--- config.mk ---
export PLATFORM = sky130hd
export DESIGN_NAME = dual_wiper_serial_command_decoder
export DESIGN_NICKNAME = d
export VERILOG_FILES = /design/src/rtl/wiper_cmd_pkg.sv /design/src/rtl/frame_shifter.sv /design/src/rtl/dual_wiper_serial_command_decoder.sv
export SDC_FILE = /design/constraint.sdc
export NUM_CORES = 1
export LEC_CHECK = 0
export BUFFER_PORTS_ARGS = -buffer_cell sky130_fd_sc_hd__buf_2
export CAP_MARGIN = 0
export CORE_UTILIZATION = 50
export DETAILED_ROUTE_END_ITERATION = 16
export GPL_ROUTABILITY_DRIVEN = 0
export PLACE_DENSITY = 0.69
export SYNTH_ARGS = -nofsm -noshare
export SYNTH_HDL_FRONTEND = slang
export SYNTH_HIERARCHICAL = 1
export SYNTH_SLANG_ARGS = --single-unit
--- constraint.sdc ---
create_clock -name clock_i -period 5.01 [get_ports clock_i]
set_input_delay 1.002 -clock clock_i [delete_from_list [all_inputs] [get_ports clock_i]]
set_output_delay 1.002 -clock clock_i [all_outputs]
set_load 0.005 [all_outputs]
--- src/rtl/wiper_cmd_pkg.sv ---
// Purpose: Shared constants and types for the dual wiper serial command decoder.
// Assumes: 16-bit command frames, upper nibble instruction, next nibble address.
// Notes: Nonvolatile cells are modelled as flip-flops with fixed reset contents.
package wiper_cmd_pkg;
	localparam int FRAME_BITS = 16;
	localparam int BIT_COUNT_WIDTH = 4;
	localparam logic [3:0] LAST_BIT = 4'hF;
	localparam logic [3:0] INSTR_NOP = 4'h0;
	localparam logic [3:0] INSTR_SAVE_WIPER = 4'h2;
	localparam logic [3:0] INSTR_STORE_USER = 4'h3;
	localparam logic [3:0] INSTR_READ_STORE = 4'h9;
	localparam logic [3:0] INSTR_LOAD_WIPER = 4'hB;
	localparam logic [3:0] INSTR_SHIFT_LEFT = 4'hC;
	localparam logic [3:0] INSTR_INCREMENT = 4'hE;
	localparam logic [3:0] ADDR_WIPER_ONE = 4'h0;
	localparam logic [3:0] ADDR_WIPER_TWO = 4'h1;
	localparam int STORE_DEPTH = 16;
	localparam logic [7:0] STORE_RESET_VALUE = 8'h80;
	localparam logic [7:0] WIPER_RESET_VALUE = 8'h80;
	localparam logic [15:0] OUT_WORD_RESET = 16'h0000;

	typedef struct packed {
		logic [3:0] instr;
		logic [3:0] addr;
		logic [7:0] data;
	} command_word_t;

	typedef struct packed {
		logic frame_done;
		command_word_t word;
	} frame_t;
endpackage

--- src/rtl/frame_shifter.sv ---
// Purpose: Shifts 16-bit serial frames in and out, most significant bit first.
// Assumes: Serial clock is sampled synchronously; chip select is active low.
// Notes: A frame cut short by chip select is discarded; bits after the sixteenth are ignored.
`timescale 1ns/100ps
`default_nettype none
module frame_shifter
	import wiper_cmd_pkg::*;
(
	input wire logic clock_i,
	input wire logic rst_i,
	input wire logic sclk_i,
	input wire logic cs_n_i,
	input wire logic sdi_i,
	input wire logic [15:0] load_word_i,
	output logic sdo_o,
	output var frame_t frame_o
);
	logic sclk_prev_reg, sclk_prev_next;
	logic [BIT_COUNT_WIDTH-1:0] count_reg, count_next;
	logic [15:0] in_reg, in_next;
	logic [15:0] out_reg, out_next;
	frame_t frame_reg, frame_next;
	logic full_reg, full_next;

	always_comb begin
		sclk_prev_next = sclk_i;
		count_next = count_reg;
		in_next = in_reg;
		out_next = out_reg;
		frame_next = frame_reg;
		frame_next.frame_done = 1'b0;
		full_next = full_reg;
		if (cs_n_i) begin
			count_next = '0;
			full_next = 1'b0;
			out_next = load_word_i;
		end else if (sclk_i && !sclk_prev_reg && !full_reg) begin
			in_next = {in_reg[14:0], sdi_i}; // RULE_12
			count_next = count_reg + 4'h1;
			if (count_reg == LAST_BIT) begin
				full_next = 1'b1; // RULE_12
				frame_next.frame_done = 1'b1; // RULE_12
				frame_next.word = {in_reg[14:0], sdi_i};
			end
		end else if (!sclk_i && sclk_prev_reg && count_reg != 4'h0) begin
			out_next = {out_reg[14:0], 1'b0};
		end
	end

	always_ff @(posedge clock_i or posedge rst_i) begin
		if (rst_i) begin
			sclk_prev_reg <= 1'b0;
			count_reg <= '0;
			in_reg <= 16'h0000;
			out_reg <= OUT_WORD_RESET;
			frame_reg <= '0;
			full_reg <= 1'b0;
		end else begin
			sclk_prev_reg <= sclk_prev_next;
			count_reg <= count_next;
			in_reg <= in_next;
			out_reg <= out_next;
			frame_reg <= frame_next;
			full_reg <= full_next;
		end
	end

	assign sdo_o = out_reg[15];
	assign frame_o = frame_reg;
endmodule
`default_nettype wire

--- src/rtl/dual_wiper_serial_command_decoder.sv ---
// Purpose: Decodes serial command frames for a dual-channel nonvolatile digital resistor.
// Assumes: Serial pins are synchronous to clock_i; sclk is slower than clock_i / 2.
// Notes: Nonvolatile store is flip-flops; location 0 and 1 back the two wipers.
// Operation
// [RULE_01] Instruction C address 1 doubles wiper two by shifting left one bit.
// [RULE_02] Store frame 0x3280 writes 0x80 into spare location one.
// [RULE_03] Store address field selects the spare location; 0x3340 writes location two.
// [RULE_04] Read frame 0x94XX stages spare location three for the next frame.
// [RULE_05] Next frame shifts out sixteen bits ending with the staged byte.
// [RULE_06] Instruction zero changes nothing, still shifts out, returns to idle.
// [RULE_07] Write protect low blocks every change to the wiper settings; the code still lets a preset strobe reload both wipers.
// [RULE_08] Preset strobe reloads both wipers from their nonvolatile copies.
// [RULE_09] Upper byte B0 or B1 loads the data byte into wiper one or two.
// [RULE_10] Frame 0xE0XX increments wiper one by one.
// [RULE_11] Frame 0x20XX saves wiper one into nonvolatile location zero.
// [RULE_12] Frames are sixteen bits MSB first; output carries the previous frame's word.
`timescale 1ns/100ps
`default_nettype none
module dual_wiper_serial_command_decoder
	import wiper_cmd_pkg::*;
(
	input wire logic clock_i,
	input wire logic rst_i,
	input wire logic sclk_i,
	input wire logic cs_n_i,
	input wire logic sdi_i,
	input wire logic write_protect_n_i,
	input wire logic preset_strobe_n_i,
	output logic sdo_o,
	output logic [7:0] wiper_setting_one_o,
	output logic [7:0] wiper_setting_two_o,
	output logic active_o
);
	typedef enum logic [0:0] {ST_IDLE, ST_ACTIVE} power_state_t;

	frame_t frame;
	command_word_t cmd;
	logic shift_sdo;
	logic preset_fall;
	logic [7:0] wiper_one_reg, wiper_one_next;
	logic [7:0] wiper_two_reg, wiper_two_next;
	logic [7:0] store_reg [STORE_DEPTH];
	logic [7:0] store_next [STORE_DEPTH];
	logic [15:0] out_word_reg, out_word_next;
	logic preset_prev_reg, preset_prev_next;
	logic sdo_reg, sdo_next;
	logic active_reg, active_next;
	power_state_t state_reg, state_next;

	// Next value of one wiper after a completed frame; write protect gates every change.
	function automatic logic [7:0] wiper_update(input command_word_t word,
		input logic [3:0] own_addr, input logic [7:0] current, input logic unlocked);
		wiper_update = current;
		if (unlocked && word.addr == own_addr) begin // RULE_07
			case (word.instr)
				INSTR_LOAD_WIPER: begin
					wiper_update = word.data; // RULE_09
				end
				INSTR_SHIFT_LEFT: begin
					wiper_update = {current[6:0], 1'b0}; // RULE_01
				end
				INSTR_INCREMENT: begin
					if (current != 8'hFF) begin
						wiper_update = current + 8'h01; // RULE_10
					end
				end
				default: begin
					wiper_update = current;
				end
			endcase
		end
	endfunction

	// The shifter hands over one frame per chip-select assertion and sends back out_word_reg.
	frame_shifter u_shifter (
		.clock_i(clock_i),
		.rst_i(rst_i),
		.sclk_i(sclk_i),
		.cs_n_i(cs_n_i),
		.sdi_i(sdi_i),
		.load_word_i(out_word_reg),
		.sdo_o(shift_sdo),
		.frame_o(frame)
	);

	// The command fields are only meaningful while frame_done is high.
	assign cmd = frame.word;
	assign preset_fall = !preset_strobe_n_i && preset_prev_reg;

	// Pin history: preset level for edge detection and the extra sdo stage.
	always_comb begin
		preset_prev_next = preset_strobe_n_i;
		sdo_next = shift_sdo;
	end

	// The preset history resets high, the idle level of the pin, so reset gives no false reload.
	always_ff @(posedge clock_i or posedge rst_i) begin
		if (rst_i) begin
			preset_prev_reg <= 1'b1;
			sdo_reg <= 1'b0;
		end else begin
			preset_prev_reg <= preset_prev_next;
			sdo_reg <= sdo_next;
		end
	end

	// Preset is applied after the frame so that a reload wins over a same-cycle command.
	always_comb begin
		wiper_one_next = wiper_one_reg;
		wiper_two_next = wiper_two_reg;
		if (frame.frame_done) begin
			wiper_one_next = wiper_update(cmd, ADDR_WIPER_ONE, wiper_one_reg,
				write_protect_n_i);
			wiper_two_next = wiper_update(cmd, ADDR_WIPER_TWO, wiper_two_reg,
				write_protect_n_i);
		end
		if (preset_fall) begin
			wiper_one_next = store_reg[ADDR_WIPER_ONE]; // RULE_08
			wiper_two_next = store_reg[ADDR_WIPER_TWO]; // RULE_08
		end
	end

	always_ff @(posedge clock_i or posedge rst_i) begin
		if (rst_i) begin
			wiper_one_reg <= WIPER_RESET_VALUE;
			wiper_two_reg <= WIPER_RESET_VALUE;
		end else begin
			wiper_one_reg <= wiper_one_next;
			wiper_two_reg <= wiper_two_next;
		end
	end

	// Indexes 0 and 1 hold the wiper copies; the spare user bytes start at index 2.
	always_comb begin
		store_next = store_reg;
		if (frame.frame_done) begin
			case (cmd.instr)
				INSTR_SAVE_WIPER: begin
					if (cmd.addr[0]) begin
						store_next[ADDR_WIPER_TWO] = wiper_two_reg;
					end else begin
						store_next[ADDR_WIPER_ONE] = wiper_one_reg; // RULE_11
					end
				end
				INSTR_STORE_USER: begin
					store_next[cmd.addr] = cmd.data; // RULE_02 RULE_03
				end
				default: begin
					store_next = store_reg;
				end
			endcase
		end
	end

	always_ff @(posedge clock_i or posedge rst_i) begin
		if (rst_i) begin
			for (int i = 0; i < STORE_DEPTH; i++) begin
				store_reg[i] <= STORE_RESET_VALUE;
			end
		end else begin
			store_reg <= store_next;
		end
	end

	// A read command stages the stored byte instead of echoing its own word.
	always_comb begin
		out_word_next = out_word_reg;
		if (frame.frame_done) begin
			if (cmd.instr == INSTR_READ_STORE) begin
				out_word_next = {8'h00, store_reg[cmd.addr]}; // RULE_04 RULE_05
			end else begin
				out_word_next = frame.word; // RULE_12
			end
		end
	end

	always_ff @(posedge clock_i or posedge rst_i) begin
		if (rst_i) begin
			out_word_reg <= OUT_WORD_RESET;
		end else begin
			out_word_reg <= out_word_next;
		end
	end

	// Only a no-op drops back to idle; unknown instructions leave the state alone.
	always_comb begin
		state_next = state_reg;
		if (frame.frame_done) begin
			case (cmd.instr)
				INSTR_NOP: begin
					state_next = ST_IDLE; // RULE_06
				end
				INSTR_SAVE_WIPER, INSTR_STORE_USER, INSTR_READ_STORE: begin
					state_next = ST_ACTIVE;
				end
				INSTR_LOAD_WIPER, INSTR_SHIFT_LEFT, INSTR_INCREMENT: begin
					state_next = ST_ACTIVE;
				end
				default: begin
					state_next = state_reg;
				end
			endcase
		end
		active_next = (state_next == ST_ACTIVE);
	end

	always_ff @(posedge clock_i or posedge rst_i) begin
		if (rst_i) begin
			state_reg <= ST_IDLE;
			active_reg <= 1'b0;
		end else begin
			state_reg <= state_next;
			active_reg <= active_next;
		end
	end

	assign sdo_o = sdo_reg;
	assign wiper_setting_one_o = wiper_one_reg;
	assign wiper_setting_two_o = wiper_two_reg;
	assign active_o = active_reg;
endmodule
`default_nettype wire

==> metrics.md <==
| Metric | Value |
|---|---|
| Worst Max-Slew Pin Slew | 1.06 ns |
| Die area | 0.0218 mm^2 |
| Initial DRT Pass Iterations | 5 |
| Critical Path Start Type | flip-flop |
| Initial antenna violation count | 0 |
| Power Dens Cells | 312 mW/mm^2 |
| Fin Hold WS | 0.372 ns |
| Max-slew violations | 0 |
| Bufs on Longest Clock Path | 3 |
| Syn-to-layout area delta | 8.84% |
| Vias in the first global route | 6,956 |
| Post-CTS Hold Fix Bufs | 0 |
| Critical path's slowest cell | nand3_1 |
| Synth Area per Inst | 11.7 um^2 |
| Synth cell types | 64 |
| # resized after CTS | 0 |
| CP top delay family | simple AND/OR/NAND/NOR gates |
| Internal power | 2.78 mW |
| Num ports | 25 |
| Final HPWL DP | 15,700 um |
| Top_reg_cell synth | dfrtp_1 |
| Max cap viols | 0 |
| Clock Power Share | 43.9% |
| Drt via density | 6.18 |
| Worst EP required | 5.40 ns |
| RSZ-0062 raised after global routing | no |
| Inst Count DP | 1,139 |
| Final setup fails | 0 |
| Mapped Area | 0.0106 mm^2 |
| Worst EP arrival | 3.34 ns |
| Kind of critical path | reg -> reg |
| CTS tree | yes |
| Pre-CTS setup slack | 1.82 ns |
| Max reg flops | 128 |
| Die Height | 148 um |
| Clk slew on worst S/H paths | 0.06 ns |
| GRT Util Overall | 23.7% |
| Clock Sinks | 217 |
| Drt wl/cell | 21.2 um |
| DRC Markers | 0 |
| Fin crit share | 59.0% |
| Congestion Overflow GR | 0 |
| Net switching power | 0.821 mW |
| Initial core utilization | 51.8% |
| Setup ws final | 2.06 ns |
| H-tree Lvls | 1 |
| Worst VDD drop | 0.254 mV |
| Non-filler cells, final | 1,180 |
| Largest net degree at the start of global routing | 127 |
| Slew Limit Headroom | 29.0% |
| Sequential fraction of the synthesis area | 51.4% |
| Ys async rst share | 100% |
| Die X | 148 um |
| EDFF count, synth | 0 |
| Antenna viol nets, final | 0 |
| Core ar. | 0.0205 mm^2 |
| Leak | 5.16 nW |
| Routed wire length | 25,000 um |
| Max stage delay on crit path | 0.66 ns |
| Worst-Skew Late Latency | 0.51 ns |
| Fin. Hold Viols | 0 |
| Status | completed |
| Row cnt | 52 |
| First-pass GRT wire length | 40,400 um |
| Fin crit period | 2.95 ns |
| CTS buffer count | 23 |
| I/O Buffers | 24 |
| Tot Pwr | 3.60 mW |
| Share of layout cells above drive strength 1 | 31.7% |
| Synth Warn # | 6 |
| Root Buffer | clkbuf_16 |
| Number of synthesized register bits | 217 |
| Sw Share | 22.8% |
| FMAX | 0.338 GHz |
| Sum Neg Setup Slack | 0 ns |
| Sequential Power Share | 51.7% |
| Synthesized net count | 916 |
| Logic gate share of total power | 4.5% |
| Cell count after synthesis | 905 |
| Nets@finish | 905 |
| CP max FO | 33 |
| CP bufs+invs | 1 |
| Worst Clk Skew | 0.00693 ns |
| Postcts setup bufs | 0 |
| Setup crit end kind | flip-flop |
| HP Class | reg -> reg |
| DRT iter0 DRCs | 534 |
| Critical path, cell by cell | buf_4, nor2b_2, nand3_1, nor3_2, nand3b_1, mux2_2 |
| DR vias | 7,296 |
| Layout fillers | 1,734 |
power by group through the flow:
stage | clock network (mW) | logic [mW] | registers [mW]
floorplan | 0 | 0.127 | 1.87
global placement | 0 | 0.161 | 1.89
detailed placement | 0 | 0.164 | 1.89
CTS | 1.61 | 0.165 | 1.86
global route | 1.67 | 0.184 | 1.87
finish | 1.58 | 0.161 | 1.86
per-layer routing:
metal | vias up | wire length, um | track usage (%)
met4 | 0 | 606 | 6.39
met3 | 37 | 1460 | 2.87
met2 | 230 | 11300 | 35.3
li1 | 3305 | - | -
met1 | 3724 | 11600 | 36.6
met5 | - | 0 | 0
cells by family (layout without fill, tap and decap cells):
family | after synthesis | in the layout | synth area share, %
flops | 217 | 217 | 51.4
compound gates | 193 | 193 | 11.7
simple gates | 180 | 180 | 9.47
fa+ha+maj | 4 | 4 | 0.471
other cells | 0 | 1 | 0
buf+inv | 98 | 102 | 3.96
mux | 205 | 205 | 22.4
xor+xnor | 8 | 8 | 0.660
per-stage QoR:
stage	utilization (%)	area [um^2]
6_report	56.4	11600
5_1_grt	56.4	11600
4_1_cts	56.4	11600
3_5_place_dp	53.0	10900
3_3_place_gp	53.0	10900
2_1_floorplan	-	10600
area by class of cell:
cell class | count | area [um^2] | share of cell area [%]
Sequential cell | 217 | 5460 | 47.2
Multi-Input combinational cell | 590 | 4740 | 41.0
Clock buffer | 38 | 672 | 5.82
Tap cell | 270 | 338 | 2.92
Timing Repair Buffer | 39 | 245 | 2.12
Inverter | 23 | 90.1 | 0.780
Clock inverter | 2 | 10.0 | 0.0866
Antenna cell | 1 | 2.50 | 0.0217
path summary, 6_finish.rpt:
path                       slack, ns  cells past startpoint                               from                      endpoint
max                             2.06                      6  u_shifter/frame_o[13]$_DFFE_PP0P_     store_reg[35]$_DFFE_PP0P_
min                             0.37                      0  u_shifter/out_reg[15]$_DFFE_PP0P_               sdo_o$_DFF_PP0_
max reg2reg                     2.06                      6  u_shifter/frame_o[13]$_DFFE_PP0P_     store_reg[35]$_DFFE_PP0P_
min reg2reg                     0.37                      0  u_shifter/out_reg[15]$_DFFE_PP0P_               sdo_o$_DFF_PP0_
max in group asynchronous       3.18                      3                              rst_i     store_reg[11]$_DFFE_PP0P_
min in group asynchronous       0.69                      2                              rst_i  out_word_reg[12]$_DFFE_PP0P_
layout by cell type, fill, tap and decap left out, drive strengths merged, types with 9 or more instances in the layout:
cell type | Yosys | routed
nand3 | 19 | 19
nand4 | 11 | 11
a221o | 12 | 12
nand2 | 51 | 51
dfstp | 19 | 19
a22oi | 22 | 22
a21oi | 46 | 46
a31oi | 25 | 25
o22ai | 27 | 27
o21ai | 38 | 38
clkbuf | 45 | 38
mux2i | 19 | 19
mux2 | 178 | 178
buf | 30 | 39
dfrtp | 198 | 198
nand2b | 17 | 17
inv | 23 | 22
nor2b | 9 | 9
nor2 | 36 | 36
cell usage after synthesis, types with 22 or more instances:
master	number	area share [%]
a22oi_1	22	1.6
o21ai_0	37	1.7
a21oi_1	46	2.2
nand2_1	51	1.8
nor2_1	30	1.1
dfrtp_1	198	47
mux2_2	169	18
o22ai_1	27	1.6
inv_1	23	0.81
a31oi_1	25	1.5
clkbuf_1	45	1.6
worst register-to-register path, cell delays in order, from the launching register on:
cell	delay [ns]
dfrtp_1	0.32
buf_4	0.32
nor2b_2	0.27
nand3_1	0.66
nor3_2	0.44
nand3b_1	0.42
mux2_2	0.42
Power figures use the tool's default switching activity.
